### src/design/tao_cfg.svh
// Purpose: constants for the thermal alarm output block
// Assumes: included by bare name; guarded against double inclusion
// Notes:   indices are word indices, the byte address is four times the index
`ifndef TAO_CFG_SVH
`define TAO_CFG_SVH

// ----------------------------------------------------------------------
// register indices
// ----------------------------------------------------------------------
`define TAO_IDX_W         6
`define TAO_IDX_BOOST     6'h0c
`define TAO_IDX_CFG1      6'h0e
`define TAO_IDX_CFG2      6'h0f
`define TAO_IDX_STAT      6'h20
`define TAO_IDX_MASK      6'h21
`define TAO_IDX_CTRL      6'h22
`define TAO_IDX_STATE     6'h23

// ----------------------------------------------------------------------
// reset values and fields
// ----------------------------------------------------------------------
`define TAO_BOOST_RST     8'h40
`define TAO_CFG_RST       5'h00
`define TAO_BOOST1_BIT    0
`define TAO_BOOST2_BIT    1
`define TAO_WIN1_LSB      2
`define TAO_WIN2_LSB      5
`define TAO_WIN_W         3
`define TAO_TMR_EN_BIT    0
`define TAO_SRC_MSB       4
`define TAO_SRC_LSB       1
`define TAO_CFG_W         5
`define TAO_CFG_RSV_MSB   7
`define TAO_CFG_RSV_LSB   5
`define TAO_CTRL_LOCK_BIT 0
`define TAO_CTRL_SWRST_BIT 1
`define TAO_EV_W          4
`define TAO_EV_RISE1      0
`define TAO_EV_RISE2      1
`define TAO_EV_WIN1       2
`define TAO_EV_WIN2       3

// ----------------------------------------------------------------------
// timing
// ----------------------------------------------------------------------
`define TAO_CLK_HZ        10000000
`define TAO_QTR_MS        250
`define TAO_QTR_CYCLES    (`TAO_CLK_HZ / 1000 * `TAO_QTR_MS)
`define TAO_DIV_W         22
`define TAO_CNT_W         6
`define TAO_WIN_CODE_MAX  3'h5

`endif

### src/design/tao_pkg.sv
// Purpose: types shared by the thermal alarm output block
// Assumes: tao_cfg.svh holds every width used here except the fixed 32-bit read data, 8-bit boost and 2-bit pin fields
// Notes:   state of each module is one packed struct
`include "tao_cfg.svh"

package tao_pkg;

  // timer state: window position, accumulated and last result
  typedef struct packed {
    logic [`TAO_CNT_W-1:0] pos;
    logic [`TAO_CNT_W-1:0] acc;
    logic [`TAO_CNT_W-1:0] result;
    logic                  done;
  } tao_timer_s;

  // register bank state
  typedef struct packed {
    logic                  ack;
    logic [31:0]           rdata;
    logic [7:0]            boost;
    logic [`TAO_CFG_W-1:0] cfg1;
    logic [`TAO_CFG_W-1:0] cfg2;
    logic                  lock;
    logic [`TAO_EV_W-1:0]  status;
    logic [`TAO_EV_W-1:0]  mask;
    logic [1:0]            pin;
    logic                  fan_full;
    logic [`TAO_DIV_W-1:0] qdiv;
    logic                  tick;
  } tao_state_s;

endpackage : tao_pkg

### src/design/tao_alarm_bank.sv
// Purpose: register bank and pin logic of the two thermal alarm outputs
// Assumes: over-limit inputs are synchronous to sys_clk
// Notes:   one wait state on every bus access; lock cleared only by reset_n
//
// The Avalon-MM slave port was decided locally.
`timescale 1ns/1ps
`include "tao_cfg.svh"

// Summary of operation
// - boost bit 0 clear: first alarm asserted forces fans to full speed.
// - boost bit 1 clear: second alarm asserted forces fans to full speed.
// - bits 4:2 pick first timer window 0.25 to 8 s; codes above 100 give 8 s.
// - bits 7:5 pick second timer window, same encoding as the first.
// - first config bit 0 enables first timer; timer idle when zero.
// - first config bit 1 lets local over-limit pull first alarm low.
// - first config bits 2..4 let remote 1..3 pull first alarm low.
// - second config bit 0 enables second timer; idle when zero.
// - second config bit 1 lets local over-limit pull second alarm low.
// - second config bits 2..4 let remote 1..3 pull second alarm low.
// - config bits 7:5 reserved, read zero, writes ignored.
// - boost/window register resets to 0x40, also on soft reset; locked.
// - second config at index 0x0f, resets to zero, soft reset, locked.
module tao_alarm_bank
  import tao_pkg::*;
#(
  parameter int unsigned QTR_CYCLES = `TAO_QTR_CYCLES
)
(
  // clock and reset
  input  wire logic        sys_clk,
  input  wire logic        reset_n,
  // avalon-mm slave
  input  wire logic [7:0]  avs_address,
  input  wire logic        avs_read,
  input  wire logic        avs_write,
  input  wire logic [31:0] avs_writedata,
  input  wire logic [3:0]  avs_byteenable,
  output logic      [31:0] avs_readdata,
  output logic             avs_waitrequest,
  // interrupt
  output logic             irq,
  // over-limit flags: bit 0 local, bits 1..3 remote 1..3
  input  wire logic [3:0]  first_alarm_over,
  input  wire logic [3:0]  second_alarm_over,
  // open-drain alarm pins
  output logic             first_thermal_alarm_pin_o,
  output logic             first_thermal_alarm_pin_oe_n,
  output logic             second_thermal_alarm_pin_o,
  output logic             second_thermal_alarm_pin_oe_n,
  // fan override
  output logic             fan_full_speed
);

  // ----------------------------------------------------------------------
  // declarations
  // ----------------------------------------------------------------------
  localparam logic [`TAO_DIV_W-1:0] QTR_LAST = `TAO_DIV_W'(QTR_CYCLES - 1);

  tao_state_s              st;
  tao_state_s              next_st;
  logic [`TAO_IDX_W-1:0]   idx;
  logic                    aligned;
  logic                    acc_wr;
  logic                    hit_boost;
  logic                    hit_cfg1;
  logic                    hit_cfg2;
  logic                    hit_stat;
  logic                    hit_mask;
  logic                    hit_ctrl;
  logic                    soft_rst;
  logic                    src1_hit;
  logic                    src2_hit;
  logic [1:0]              next_pin;
  logic [31:0]             rd_mux;
  logic [`TAO_EV_W-1:0]    events;
  logic [1:0]              tmr_en;
  logic [`TAO_WIN_W-1:0]   win_code [2];
  logic [`TAO_CNT_W-1:0]   tmr_ticks [2];
  logic [1:0]              tmr_done;

  // ----------------------------------------------------------------------
  // address decode
  // ----------------------------------------------------------------------
  // a write takes effect only in the cycle waitrequest is low; read data is sampled the cycle before
  assign idx       = avs_address[7:2];
  assign aligned   = (avs_address[1:0] == 2'h0);
  assign acc_wr    = avs_write & st.ack & avs_byteenable[0];
  assign hit_boost = aligned && (idx == `TAO_IDX_BOOST);
  assign hit_cfg1  = aligned && (idx == `TAO_IDX_CFG1);
  assign hit_cfg2  = aligned && (idx == `TAO_IDX_CFG2);
  assign hit_stat  = aligned && (idx == `TAO_IDX_STAT);
  assign hit_mask  = aligned && (idx == `TAO_IDX_MASK);
  assign hit_ctrl  = aligned && (idx == `TAO_IDX_CTRL);
  assign soft_rst  = acc_wr && hit_ctrl && avs_writedata[`TAO_CTRL_SWRST_BIT];

  // ----------------------------------------------------------------------
  // alarm sources
  // ----------------------------------------------------------------------
  // each pin is the OR of its enabled channels
  assign src1_hit = |(first_alarm_over & st.cfg1[`TAO_SRC_MSB:`TAO_SRC_LSB]);
  assign src2_hit = |(second_alarm_over & st.cfg2[`TAO_SRC_MSB:`TAO_SRC_LSB]);
  assign next_pin = {src2_hit, src1_hit};

  // events: pin rising edges and finished timer windows
  always_comb
  begin
    events                = '0;
    events[`TAO_EV_RISE1] = next_pin[0] & ~st.pin[0];
    events[`TAO_EV_RISE2] = next_pin[1] & ~st.pin[1];
    events[`TAO_EV_WIN1]  = tmr_done[0];
    events[`TAO_EV_WIN2]  = tmr_done[1];
  end

  // ----------------------------------------------------------------------
  // assertion timers
  // ----------------------------------------------------------------------
  assign tmr_en[0]   = st.cfg1[`TAO_TMR_EN_BIT];
  assign tmr_en[1]   = st.cfg2[`TAO_TMR_EN_BIT];
  assign win_code[0] = st.boost[`TAO_WIN1_LSB +: `TAO_WIN_W];
  assign win_code[1] = st.boost[`TAO_WIN2_LSB +: `TAO_WIN_W];

  for (genvar g = 0; g < 2; g++)
  begin : gen_timer
    tao_assert_timer u_timer (
      .sys_clk        (sys_clk),
      .reset_n        (reset_n),
      .enable         (tmr_en[g]),
      .tick           (st.tick),
      .alarm          (st.pin[g]),
      .win_code       (win_code[g]),
      .asserted_ticks (tmr_ticks[g]),
      .window_done    (tmr_done[g])
    );
  end

  // ----------------------------------------------------------------------
  // read mux
  // ----------------------------------------------------------------------
  // reserved config bits and unmapped addresses read as zero
  always_comb
  begin
    rd_mux = '0;
    if (aligned)
    begin
      unique case (idx)
        `TAO_IDX_BOOST: rd_mux[7:0]           = st.boost;
        `TAO_IDX_CFG1:  rd_mux[`TAO_CFG_W-1:0] = st.cfg1;
        `TAO_IDX_CFG2:  rd_mux[`TAO_CFG_W-1:0] = st.cfg2;
        `TAO_IDX_STAT:  rd_mux[`TAO_EV_W-1:0]  = st.status;
        `TAO_IDX_MASK:  rd_mux[`TAO_EV_W-1:0]  = st.mask;
        `TAO_IDX_CTRL:  rd_mux[`TAO_CTRL_LOCK_BIT] = st.lock;
        `TAO_IDX_STATE: rd_mux[14:0] = {tmr_ticks[1], tmr_ticks[0], st.fan_full, st.pin};
        default:        rd_mux = '0;
      endcase
    end
  end

  // ----------------------------------------------------------------------
  // next state
  // ----------------------------------------------------------------------
  always_comb
  begin
    next_st     = st;
    // one wait state: ack rises in the cycle after the request appears
    next_st.ack = (avs_read | avs_write) & ~st.ack;
    if (avs_read && !st.ack)
      next_st.rdata = rd_mux;

    // quarter-second tick divider
    next_st.tick = 1'b0;
    if (st.qdiv == QTR_LAST)
    begin
      next_st.qdiv = '0;
      next_st.tick = 1'b1;
    end
    else
      next_st.qdiv = st.qdiv + `TAO_DIV_W'(1);

    // soft reset reloads the locked registers even when locked
    if (soft_rst)
    begin
      next_st.boost = `TAO_BOOST_RST;
      next_st.cfg1  = `TAO_CFG_RST;
      next_st.cfg2  = `TAO_CFG_RST;
    end
    else if (acc_wr && !st.lock)
    begin
      if (hit_boost)
        next_st.boost = avs_writedata[7:0];
      if (hit_cfg1)
        next_st.cfg1 = avs_writedata[`TAO_CFG_W-1:0];
      if (hit_cfg2)
        next_st.cfg2 = avs_writedata[`TAO_CFG_W-1:0];
    end

    // lock is set-only; no write can undo it before reset_n
    if (acc_wr && hit_ctrl && avs_writedata[`TAO_CTRL_LOCK_BIT])
      next_st.lock = 1'b1;
    if (acc_wr && hit_mask)
      next_st.mask = avs_writedata[`TAO_EV_W-1:0];

    // write one to clear; a new event in the same cycle wins
    next_st.status = st.status | events;
    if (acc_wr && hit_stat)
      next_st.status = (st.status & ~avs_writedata[`TAO_EV_W-1:0]) | events;

    // pins and fan override are registered together
    next_st.pin      = next_pin;
    next_st.fan_full = (next_pin[0] & ~next_st.boost[`TAO_BOOST1_BIT])
                     | (next_pin[1] & ~next_st.boost[`TAO_BOOST2_BIT]);
  end

  // ----------------------------------------------------------------------
  // state register
  // ----------------------------------------------------------------------
  always_ff @(posedge sys_clk or negedge reset_n)
  begin
    if (!reset_n)
    begin
      st       <= '0;
      st.boost <= `TAO_BOOST_RST;
      st.cfg1  <= `TAO_CFG_RST;
      st.cfg2  <= `TAO_CFG_RST;
    end
    else
      st <= next_st;
  end

  // ----------------------------------------------------------------------
  // outputs
  // ----------------------------------------------------------------------
  assign avs_readdata                  = st.rdata;
  assign avs_waitrequest               = (avs_read | avs_write) & ~st.ack;
  assign irq                           = |(st.status & st.mask);
  assign first_thermal_alarm_pin_o     = 1'b0;
  assign first_thermal_alarm_pin_oe_n  = ~st.pin[0];
  assign second_thermal_alarm_pin_o    = 1'b0;
  assign second_thermal_alarm_pin_oe_n = ~st.pin[1];
  assign fan_full_speed                = st.fan_full;

  // ----------------------------------------------------------------------
  // assertions
  // ----------------------------------------------------------------------
  first_boost_a: assert property (@(posedge sys_clk) disable iff (!reset_n)
    (!first_thermal_alarm_pin_oe_n && !st.boost[`TAO_BOOST1_BIT]) |-> fan_full_speed)
    else $error("first alarm asserted without fan boost");

  second_boost_a: assert property (@(posedge sys_clk) disable iff (!reset_n)
    (fan_full_speed && !(!first_thermal_alarm_pin_oe_n && !st.boost[`TAO_BOOST1_BIT]))
    |-> (!second_thermal_alarm_pin_oe_n && !st.boost[`TAO_BOOST2_BIT]))
    else $error("fan boost without a cause");

  first_pin_set_a: assert property (@(posedge sys_clk) disable iff (!reset_n)
    src1_hit |=> !first_thermal_alarm_pin_oe_n)
    else $error("first alarm not driven low");

  second_pin_set_a: assert property (@(posedge sys_clk) disable iff (!reset_n)
    src2_hit |=> !second_thermal_alarm_pin_oe_n)
    else $error("second alarm not driven low");

  pin_release_a: assert property (@(posedge sys_clk) disable iff (!reset_n)
    (!src1_hit && !src2_hit) |=> (first_thermal_alarm_pin_oe_n && second_thermal_alarm_pin_oe_n))
    else $error("alarm pin not released");

  reserved_read_a: assert property (@(posedge sys_clk) disable iff (!reset_n)
    (avs_read && !avs_waitrequest && (hit_cfg1 || hit_cfg2))
    |-> avs_readdata[`TAO_CFG_RSV_MSB:`TAO_CFG_RSV_LSB] == 3'h0)
    else $error("reserved config bits read non-zero");

  boost_lock_a: assert property (@(posedge sys_clk) disable iff (!reset_n)
    (acc_wr && hit_boost && st.lock) |=> $stable(st.boost))
    else $error("locked boost register changed");

  soft_reset_a: assert property (@(posedge sys_clk) disable iff (!reset_n)
    soft_rst |=> (st.boost == `TAO_BOOST_RST && st.cfg1 == `TAO_CFG_RST))
    else $error("soft reset did not reload defaults");

  cfg2_lock_a: assert property (@(posedge sys_clk) disable iff (!reset_n)
    (acc_wr && hit_cfg2 && st.lock && !soft_rst) |=> $stable(st.cfg2))
    else $error("locked second config changed");

  timer_gate_a: assert property (@(posedge sys_clk) disable iff (!reset_n)
    (!tmr_en[1] && $past(!tmr_en[1])) |-> (tmr_ticks[1] == '0 && !tmr_done[1]))
    else $error("second timer ran while disabled");

  event_wins_a: assert property (@(posedge sys_clk) disable iff (!reset_n)
    events[`TAO_EV_RISE1] |=> st.status[`TAO_EV_RISE1] ##0 !first_thermal_alarm_pin_oe_n)
    else $error("first alarm rise lost");

endmodule : tao_alarm_bank

### src/design/tao_assert_timer.sv
// Purpose: measures how many quarter-second ticks an alarm is asserted per window
// Assumes: tick is a one-cycle pulse every quarter second
// Notes:   window shortened mid-run to its current position or less closes at the next tick
`timescale 1ns/1ps
`include "tao_cfg.svh"

module tao_assert_timer
  import tao_pkg::*;
(
  // clock and reset
  input  wire logic                  sys_clk,
  input  wire logic                  reset_n,
  // control
  input  wire logic                  enable,
  input  wire logic                  tick,
  input  wire logic                  alarm,
  input  wire logic [`TAO_WIN_W-1:0] win_code,
  // results
  output logic      [`TAO_CNT_W-1:0] asserted_ticks,
  output logic                       window_done
);

  tao_timer_s            st;
  tao_timer_s            next_st;
  logic [`TAO_CNT_W-1:0] len_last;
  logic [`TAO_WIN_W-1:0] code_sat;

  // codes above the maximum all give the longest window
  always_comb
  begin
    code_sat = (win_code > `TAO_WIN_CODE_MAX) ? `TAO_WIN_CODE_MAX : win_code;
    len_last = (`TAO_CNT_W'(1) << code_sat) - `TAO_CNT_W'(1);
  end

  // window counting; disabled timer holds everything cleared
  always_comb
  begin
    next_st      = st;
    next_st.done = 1'b0;
    if (!enable)
    begin
      next_st.pos    = '0;
      next_st.acc    = '0;
      next_st.result = '0;
    end
    else if (tick)
    begin
      if (st.pos >= len_last)
      begin
        next_st.result = st.acc + `TAO_CNT_W'(alarm);
        next_st.acc    = '0;
        next_st.pos    = '0;
        next_st.done   = 1'b1;
      end
      else
      begin
        next_st.pos = st.pos + `TAO_CNT_W'(1);
        next_st.acc = st.acc + `TAO_CNT_W'(alarm);
      end
    end
  end

  always_ff @(posedge sys_clk or negedge reset_n)
  begin
    if (!reset_n)
      st <= '0;
    else
      st <= next_st;
  end

  assign asserted_ticks = st.result;
  assign window_done    = st.done;

  // window never overruns its selected length
  win_length_a: assert property (@(posedge sys_clk) disable iff (!reset_n)
    st.pos <= len_last || $past(tick) == 1'b0 || !enable)
    else $error("timer window position beyond selected length");

  // a disabled timer stays cleared
  timer_off_a: assert property (@(posedge sys_clk) disable iff (!reset_n)
    !enable |=> (st.pos == '0 && st.acc == '0 && !st.done))
    else $error("disabled timer still counting");

endmodule : tao_assert_timer

### config.mk
export PLATFORM = sky130hd
export DESIGN_NAME = tao_alarm_bank
export DESIGN_NICKNAME = d
export VERILOG_FILES = /design/src/design/tao_pkg.sv /design/src/design/tao_alarm_bank.sv /design/src/design/tao_assert_timer.sv
export VERILOG_INCLUDE_DIRS = /design/src /design/src/design
export SDC_FILE = /design/constraint.sdc
export NUM_CORES = 1
export LEC_CHECK = 0
export BUFFER_PORTS_ARGS = -buffer_cell sky130_fd_sc_hd__buf_2
export CAP_MARGIN = 20
export CORE_AREA = 2 2 97 108
export CTS_CLUSTER_SIZE = 40
export DETAILED_ROUTE_END_ITERATION = 7
export DIE_AREA = 0 0 99 110
export GPL_TIMING_DRIVEN = 0
export PLACE_DENSITY = 0.86
export SETUP_SLACK_MARGIN = 0.02
export SYNTH_ARGS = -nofsm -noshare
export SYNTH_HDL_FRONTEND = slang
export SYNTH_SLANG_ARGS = --single-unit
### constraint.sdc
create_clock -name sys_clk -period 4.8 [get_ports sys_clk]
set_input_delay 1.44 -clock sys_clk [delete_from_list [all_inputs] [get_ports sys_clk]]
set_output_delay 1.44 -clock sys_clk [all_outputs]
set_load 0.1 [all_outputs]
==> results of run 1 <==
-- power groups by stage --
stage	clock network [W]	logic (W)	registers (W)
after floorplan	0	0.000138	0.000943
final	0.000538	0.000194	0.000929
after detailed placement	0	0.000194	0.000945
after global placement	0	0.000186	0.000944
after global routing	0.000585	0.000206	0.000930
after CTS	0.000546	0.000193	0.000927
-- per-layer routing --
metal  wire, um  GRT usage  vias to the layer above
li1           -          -                     2076
met1       5410     0.3170                     2176
met2       6134     0.3943                      152
met3        620    0.04477                       25
met4        257    0.07926                        0
met5          0          0                        -
-- final cells by class --
cell class,instances,area share
multi-input cells,395,0.4241
well taps,120,0.02346
flip-flops and latches,107,0.4187
repair buffers,48,0.04145
inverters,13,0.007626
plain buffers,53,0.05632
clock inverters,5,0.008408
clock buffers,10,0.01995
-- state kept, by name (all words and copies together) (netlist names) --
register	count
gen_timer.u_timer.st	24
st	53
gen_timer.u_timer.window_done	2
fan_full_speed	1
avs_readdata	15
gen_timer.u_timer.asserted_ticks	12
-- placed cells by master, fill, tap and decap left out, types with 4 or more instances in the layout --
cell,count
a21o_1,6
a21oi_1,12
a221oi_1,4
a22o_1,26
a22oi_1,8
a31oi_1,5
and3_1,12
buf_2,49
buf_4,37
clkbuf_1,9
clkbuf_8,9
conb_1,21
dfrtp_1,106
ha_1,21
inv_1,13
mux2_2,6
mux2i_1,27
nand2_1,40
nand2b_1,5
nand3_1,25
nand3b_1,4
nand4_1,7
nor2_1,44
nor2b_1,11
nor3_1,8
o21ai_0,19
or2_2,4
xnor2_1,16
xor2_1,12
-- critical path, stage by stage --
cell    delay [ns]
buf_2         0.12
nor2_1        0.04
nor2_1        0.11
buf_2         0.44
-- kinds of logic after synthesis --
kind of cell,synth area share
simple gates,0.1760
flops,0.4675
compound gates,0.1362
buf+inv,0.07140
mux,0.05895
xor+xnor,0.04279
fa+ha+maj,0.04585
other cells,0.001311
-- through the flow --
stage / util / worst slack, ns / hold slack, ns / std cells / total power, W
after floorplan: - / 0.6084 / 0.4044 / 568 / 0.001081
after global placement: 0.6348 / 1.187 / 0.4154 / 735 / 0.001130
after detailed placement: 0.6379 / 1.209 / 0.4249 / 736 / 0.001139
after CTS: 0.6565 / 1.202 / 0.4467 / 751 / 0.001667
after global routing: 0.6565 / 1.148 / 0.4774 / 751 / 0.001721
final: 0.6565 / 1.210 / 0.4462 / 751 / 0.001660
-- path summary, 6_finish.rpt --
path                                                to  depth (start not counted)                              from
max                                    avs_waitrequest                          4                          avs_read
max reg2reg                gen_timer[1].u_timer.st[16]                         11                            st[52]
min                                             st[32]                          1  gen_timer[0].u_timer.window_done
min in group asynchronous  gen_timer[1].u_timer.st[11]                          1                           reset_n
min reg2reg                                     st[32]                          1  gen_timer[0].u_timer.window_done
max in group asynchronous                       st[51]                          2                           reset_n
==> flow_summary.yaml, run 1 <==
run_status:
  status: "completed"
power_and_ir_drop:
  combPwrFrac: 0.117
  p_sw_w: 0.0004586
  vdd_drop_max_v: 0.0001550
  clkPwrFrac: 0.324
  p_leak_nw: 3.146
  p_int_w: 0.001201
  swShare: 0.2763
  powerDensity_nw_per_um2: 259.4
  p_seq_frac: 0.559
clock_tree:
  cts_tree: "built"
  cts_setup_buffers: 0
  cts_buffers: 9
  clkTransAtPathRegs_ns: 0.10
  cts_resized: 0
  clkLatencyLatePin_ns: 0.38
  cts-htree-levels: 3
  clock-sinks: 107
  root_buffer: "clkbuf_8"
  hold_buffers: 0
  clockBufferDepth: 2
placement:
  placed_area_um2: 6217
  gp_congestion: 0.9285
  hpwl_um: 9115
  io_buffers: 47
timing:
  worst_pin_slew_ns: 0.7667
  fmax_mhz: 278.6
  setup_viol: 0
  finalCriticalPeriod_ns: 3.590
  finalHoldViolCount: 0
  clock-skew-final_ns: 0.01131
  setup-tns-final_ns: 0
  relSlewSlack: 0.4850
  period_share: 0.7479
  maxSlewViolCount: 0
  rsz0062_at_grt: "false"
hold_path:
  holdCritPathClass: "flop to flop"
die:
  dieHeight_um: 110
  coreArea_um2: 9747
  placementRows: 38
  io_pins: 95
  die_w_um: 99
  dieArea_um2: 10890
  initial_core_util: 0.5879
global_routing:
  grt_usage: 0.2374
  grt_pass1_vias: 4273
  grt_pass1_wl_um: 20600
  grt_max_degree: 65
  antenna_found_initial: 0
  grt-ovfl-total: 0
synth:
  post_synth_instance_area_um2: 5730
  yosysTopAreaCell: "dfrtp_1"
  synth_cell_types: 68
  yosys-top-cells-area: "dfrtp_1 (46%), buf_4 (4.7%), mux2i_1 (4.7%), ha_1 (4.6%), a22o_1 (4.0%)"
  synth_most_common_cell: "dfrtp_1"
  synth_seq_cells: 107
  synth_top_cell_area_share: 0.4629
  synthTopCellsByCount: "dfrtp_1 (106), nor2_1 (44), nand2_1 (40), buf_4 (36), mux2i_1 (27)"
  netlist_instances: 549
  yosys_most_used_dff: "dfrtp_1"
  ys_seq_area_frac: 0.4675
  synth_edf_count: 0
  avgSynthCellArea_um2: 10.44
  yosysWarnings: 0
  async_flop_share: 1.000
run:
  drv_cap: 0
finish:
  drive_gt1_frac: 0.1997
  fill_cells: 760
  n_antenna_cell: 0
  multiInputGateArea_um2: 2714
  seq_area_um2: 2679
  area_growth_pct: 11.66
  final_nets: 704
  postLayoutCellArea_um2: 6399
detailed_routing:
  avgRoutedWirePerCell_um: 16.54
  drcViolationCount: 0
  routed_wl_um: 12420
  firstDrtPassIters: 5
  drt_iter0_drc: 293
  drt-vias-per-instance: 5.897
  ant_nets: 0
  vias: 4429
setup_path:
  path_class: "primary input to output port"
  cp-start-kind: "primary input"
  crit_fanout: 2
  critPathArrivalTime_ns: 2.15
  r2r_setup_slack_ns: 1.78
  endpoint_kind: "output port"
  cp.required_ns: 3.36
Power figures use the tool's default switching activity.
==> run 2, diff against run 1 <==
- CORE_AREA: 2 2 97 108 -> 2 2 99 111
- DIE_AREA: 0 0 99 110 -> 0 0 101 113
- PLACE_DENSITY: 0.86 -> 0.83
- clock period: 4.8 -> 3.45 ns (I/O delays scaled with it)
==> run 2 against run 1 <==
Total power is 59% higher. Via count hardly changed. Core utilization is 1.8 points lower. First-iteration DRC count is 6.5% lower. Sequential share of layout area is 0.90 points lower. Setup slack worse by 0.69 ns. Final cell count is 0.53% higher. Clock power is 100% higher. Critical endpoint is now gen_timer[1].u_timer.st[15].
==> flow_summary.yaml, run 2 (synthesis gave the netlist of run 1 again) <==
detailed_routing:
  vias: 4432
  drt-vias-per-instance: 5.870
  drt_iter0_drc: 274
  routed_wl_um: 12520
  firstDrtPassIters: 5
  avgRoutedWirePerCell_um: 16.59
  drcViolationCount: 0
  ant_nets: 0
global_routing:
  grt_max_degree: 63
  antenna_found_initial: 0
  grt_pass1_wl_um: 21100
  grt_usage: 0.2321
  grt-ovfl-total: 0
  grt_pass1_vias: 4345
placement:
  gp_congestion: 0.9628
  io_buffers: 47
  pre_cts_ws_ns: 0.5401
  hpwl_um: 9173
  place_inst: 739
power_and_ir_drop:
  finalPower_w: 0.002646
  combPwrFrac: 0.102
  swShare: 0.2524
  p_int_w: 0.001978
  p_leak_nw: 3.199
  clkPwrFrac: 0.410
  p_seq_frac: 0.488
  vdd_drop_max_v: 0.0002398
  powerDensity_nw_per_um2: 404.6
  p_sw_w: 0.0006677
timing:
  worst_pin_slew_ns: 0.8557
  maxSlewViolCount: 0
  clock-skew-final_ns: 0.005772
  relSlewSlack: 0.4252
  setup_viol: 0
  setup-tns-final_ns: 0
  rsz0062_at_grt: "false"
  period_share: 0.8504
  finalHoldViolCount: 0
  fmax_mhz: 340.9
  worst_slack_ns: 0.5162
  fin_hold_ws_ns: 0.4483
  finalCriticalPeriod_ns: 2.934
finish:
  regMostFlops: "st"
  largest_reg_flops: 53
  final_common_cell: "dfrtp_1"
  finalNonFillerCells: 755
  final_nets: 704
  area_growth_pct: 14.10
  n_antenna_cell: 0
  final_cell_mix: "dfrtp_1 (106), buf_2 (49), nor2_1 (44)"
  drive_gt1_frac: 0.2009
clock_tree:
  cts_tree: "built"
  cts_buffers: 9
  hold_buffers: 0
  clkLatencyLatePin_ns: 0.34
  clock-sinks: 107
  root_buffer: "clkbuf_16"
  cts_resized: 0
  clockBufferDepth: 2
  cts_setup_buffers: 0
  clkTransAtPathRegs_ns: 0.07
  cts-htree-levels: 3
die:
  die_w_um: 101
  dieArea_um2: 11410
  placementRows: 39
  io_pins: 95
  initial_core_util: 0.5592
  coreArea_um2: 10250
  dieHeight_um: 113
setup_path:
  rr_startpoint: "st[52]"
  path_class: "flop to flop"
  critPathArrivalTime_ns: 3.19
  reg2reg_depth: 11
  crit_fanout: 10
  endpoint_kind: "flop"
  cp-startpoint: "st[52]"
  cp.required_ns: 3.71
  cp-start-kind: "flop"
hold_path:
  min_path_cells: 1
  holdCritPathClass: "flop to flop"
  hold_start: "gen_timer[0].u_timer.window_done"
run:
  drv_cap: 0
run_status:
  status: "completed"
## run 2: power groups by stage
stage	registers (W)	clock network [W]	logic, W
finish	0.00129	0.00108	0.000269
global route	0.00129	0.00116	0.000289
CTS	0.00129	0.00110	0.000269
detailed placement	0.00131	0	0.000268
global placement	0.00131	0	0.000260
floorplan	0.00131	0	0.000191
## run 2: worst paths after layout
kind	endpoint	slack, ns
worst min register to register	st[32]	0.45
worst min-delay path	st[32]	0.45
min in group asynchronous	gen_timer[1].u_timer.st[8]	0.70
max in group asynchronous	st[51]	2.01
worst max-delay path	gen_timer[1].u_timer.st[15]	0.52
worst max register to register	gen_timer[1].u_timer.st[15]	0.52
## run 2: area by class of cell
| cell class | instances | area, um^2 |
|---|---|---|
| fillers | 817 | 3709 |
| multi-input cells | 395 | 2714 |
| flip-flops and latches | 107 | 2679 |
| plain buffers | 53 | 360.3 |
| repair buffers | 48 | 265.3 |
| clock buffers | 10 | 229.0 |
| well taps | 123 | 153.9 |
| clock inverters | 6 | 88.84 |
| inverters | 13 | 48.80 |
## run 2: layer usage
| layer | part of all wire | vias to the layer above | GRT usage |
|---|---|---|---|
| met5 | 0 | - | 0 |
| met1 | 0.43 | 2192 | 0.3160 |
| met4 | 0.017 | 0 | 0.07387 |
| met2 | 0.50 | 143 | 0.3853 |
| li1 | - | 2077 | - |
| met3 | 0.048 | 20 | 0.03274 |
## run 2: per-stage QoR
step / cell area [um^2] / utilization
6_report: 6539 / 0.6381
3_5_place_dp: 6221 / 0.6071
5_1_grt: 6539 / 0.6381
4_1_cts: 6539 / 0.6381
3_3_place_gp: 6191 / 0.6042
2_1_floorplan: 5802 / -
## run 2: worst max-delay path: stages (launching register included)
cell       delay (ns)
dfrtp_1          0.48
or3_1            0.44
ha_1             0.20
xnor2_1          0.13
ha_1             0.18
a21oi_1          0.26
o2111ai_1        0.13
o21ba_2          0.26
clkbuf_1         0.25
buf_2            0.28
a21oi_1          0.09
a31oi_1          0.15
==> run 3, diff against run 2 <==
- PLACE_DENSITY: 0.83 -> 0.79
- RECOVER_POWER: default -> 25
- SKIP_CTS_REPAIR_TIMING: default -> 1
==> run 3 against run 2 <==
The run now ends with max-capacitance violations, max-slew violations left. Largest cell class unchanged. Clock power decreased by 6%. Flip-flop and latch count unchanged. Sequential share of layout area increased by 0.12 points. Clock-buffer cell count decreased by 1. Total power decreased by 2.4%. Highest routed layer unchanged. Routed wire length decreased by 2.4%. Non-clock buffer count unchanged. Register-to-register slack about the same.
==> flow_summary.yaml, run 3 (synthesis gave the netlist of run 1 again) <==
power_and_ir_drop:
  p_leak_nw: 3.193
  powerDensity_nw_per_um2: 396.2
  combPwrFrac: 0.104
  swShare: 0.2617
  finalPower_w: 0.002583
  p_seq_frac: 0.500
  p_sw_w: 0.0006760
  p_int_w: 0.001907
  clkPwrFrac: 0.396
  vdd_drop_max_v: 0.0002918
timing:
  rsz0062_at_grt: "false"
  setup-tns-final_ns: 0
  maxSlewViolCount: 41
  relSlewSlack: -0.4853
  worst_pin_slew_ns: 2.228
  finalCriticalPeriod_ns: 2.943
  clock-skew-final_ns: 0.005437
  fmax_mhz: 339.8
  setup_viol: 0
  period_share: 0.8531
  finalHoldViolCount: 0
detailed_routing:
  firstDrtPassIters: 5
  routed_wl_um: 12230
  drt-vias-per-instance: 5.726
  drt_iter0_drc: 324
  ant_nets: 0
  vias: 4323
  drcViolationCount: 0
  avgRoutedWirePerCell_um: 16.20
global_routing:
  grt_max_degree: 68
  grt_usage: 0.2250
  grt_pass1_wl_um: 20520
  grt-ovfl-total: 0
  antenna_found_initial: 0
  grt_pass1_vias: 4211
clock_tree:
  clkLatencyLatePin_ns: 0.34
  root_buffer: "clkbuf_16"
  cts_buffers: 9
  cts-htree-levels: 3
  clockBufferDepth: 2
  cts_tree: "built"
  clock-sinks: 107
  clkTransAtPathRegs_ns: 0.07
finish:
  final_cell_mix: "dfrtp_1 (106), buf_2 (48), nor2_1 (44)"
  area_growth_pct: 13.78
  multiInputGateArea_um2: 2714
  final_common_cell: "dfrtp_1"
  n_antenna_cell: 0
  regMostFlops: "st"
  largest_reg_flops: 53
  final_nets: 704
  fill_cells: 820
  drive_gt1_frac: 0.1994
  seq_area_um2: 2679
placement:
  gp_congestion: 0.9567
  io_buffers: 47
  hpwl_um: 8958
setup_path:
  cp.required_ns: 3.72
  path_class: "flop to flop"
  critPathArrivalTime_ns: 3.21
  endpoint_kind: "flop"
  cp-start-kind: "flop"
  crit_fanout: 10
die:
  coreArea_um2: 10250
  placementRows: 39
  dieHeight_um: 113
  io_pins: 95
  initial_core_util: 0.5592
  dieArea_um2: 11410
  die_w_um: 101
run_status:
  status: "complete, but fails checks"
  failed_checks: "max-capacitance violations, max-slew violations"
hold_path:
  holdCritPathClass: "flop to flop"
run:
  drv_cap: 1
run 3: changes by cell type in the layout (fill, tap and decap cells not counted):
cell        change
buf_4           -1
clkbuf_1        +1
buf_2           -1
clkinvlp_4      -2
clkinv_4        +5
bufinv_16       -1
inv_6           -1
run 3: power by group through the flow:
stage | Combinational, W | Sequential (W) | Clock [W]
floorplan | 0.000191 | 0.00131 | 0
global placement | 0.000259 | 0.00131 | 0
detailed placement | 0.000269 | 0.00131 | 0
CTS | 0.000269 | 0.00129 | 0.00104
global route | 0.000287 | 0.00129 | 0.00109
finish | 0.000268 | 0.00129 | 0.00102
run 3: path summary, 6_finish.rpt:
kind                       slack (ns)                           to  cells after the start                              from
max in group asynchronous        0.83  gen_timer[0].u_timer.st[11]                      1                           reset_n
setup / recovery                 0.51  gen_timer[1].u_timer.st[17]                     11                            st[52]
hold / removal                   0.44                       st[32]                      1  gen_timer[0].u_timer.window_done
hold reg to reg                  0.44                       st[32]                      1  gen_timer[0].u_timer.window_done
min in group asynchronous        1.35   gen_timer[1].u_timer.st[9]                      1                           reset_n
setup reg to reg                 0.51  gen_timer[1].u_timer.st[17]                     11                            st[52]
run 3: worst max-delay path: stages, from the launching register on:
cell and delay (ns):
dfrtp_1 0.48, or3_1 0.44, ha_1 0.20, xnor2_1 0.14, ha_1 0.18, a21oi_1 0.25, o2111ai_1 0.13, o21ba_2 0.25
clkbuf_1 0.27, buf_2 0.29, nand2_1 0.08, a31oi_1 0.16
run 3: cell type report:
cell class                 count  share of cell area
buffer                        53             0.05527
clock buffer                   9             0.03454
clock inverter                 7             0.01209
inverter                      13            0.007484
multi-input combinational    395              0.4162
sequential                   107              0.4109
tap                          123             0.02360
timing repair buffer          48             0.03992
run 3: layer usage:
metal	vias to the layer above	share of wire	GRT usage	wire (um)
li1	2074	-	-	-
met1	2124	0.44	0.3116	5421
met2	109	0.50	0.3684	6092
met3	16	0.044	0.03212	532
met4	0	0.015	0.07027	182
met5	-	0	0	0
run 3: stage by stage:
step | util | hold WS (ns) | cell area, um^2 | instances | worst slack [ns]
6_report | 0.6363 | 0.4439 | 6520 | 755 | 0.5069
4_1_cts | 0.6368 | 0.4482 | 6525 | 755 | 0.5232
2_1_floorplan | - | 0.4044 | 5802 | 568 | 0.06845
5_1_grt | 0.6363 | 0.4585 | 6520 | 755 | 0.2821
3_3_place_gp | 0.6042 | 0.4136 | 6191 | 738 | 0.2152
3_5_place_dp | 0.6071 | 0.4285 | 6221 | 739 | 0.5394
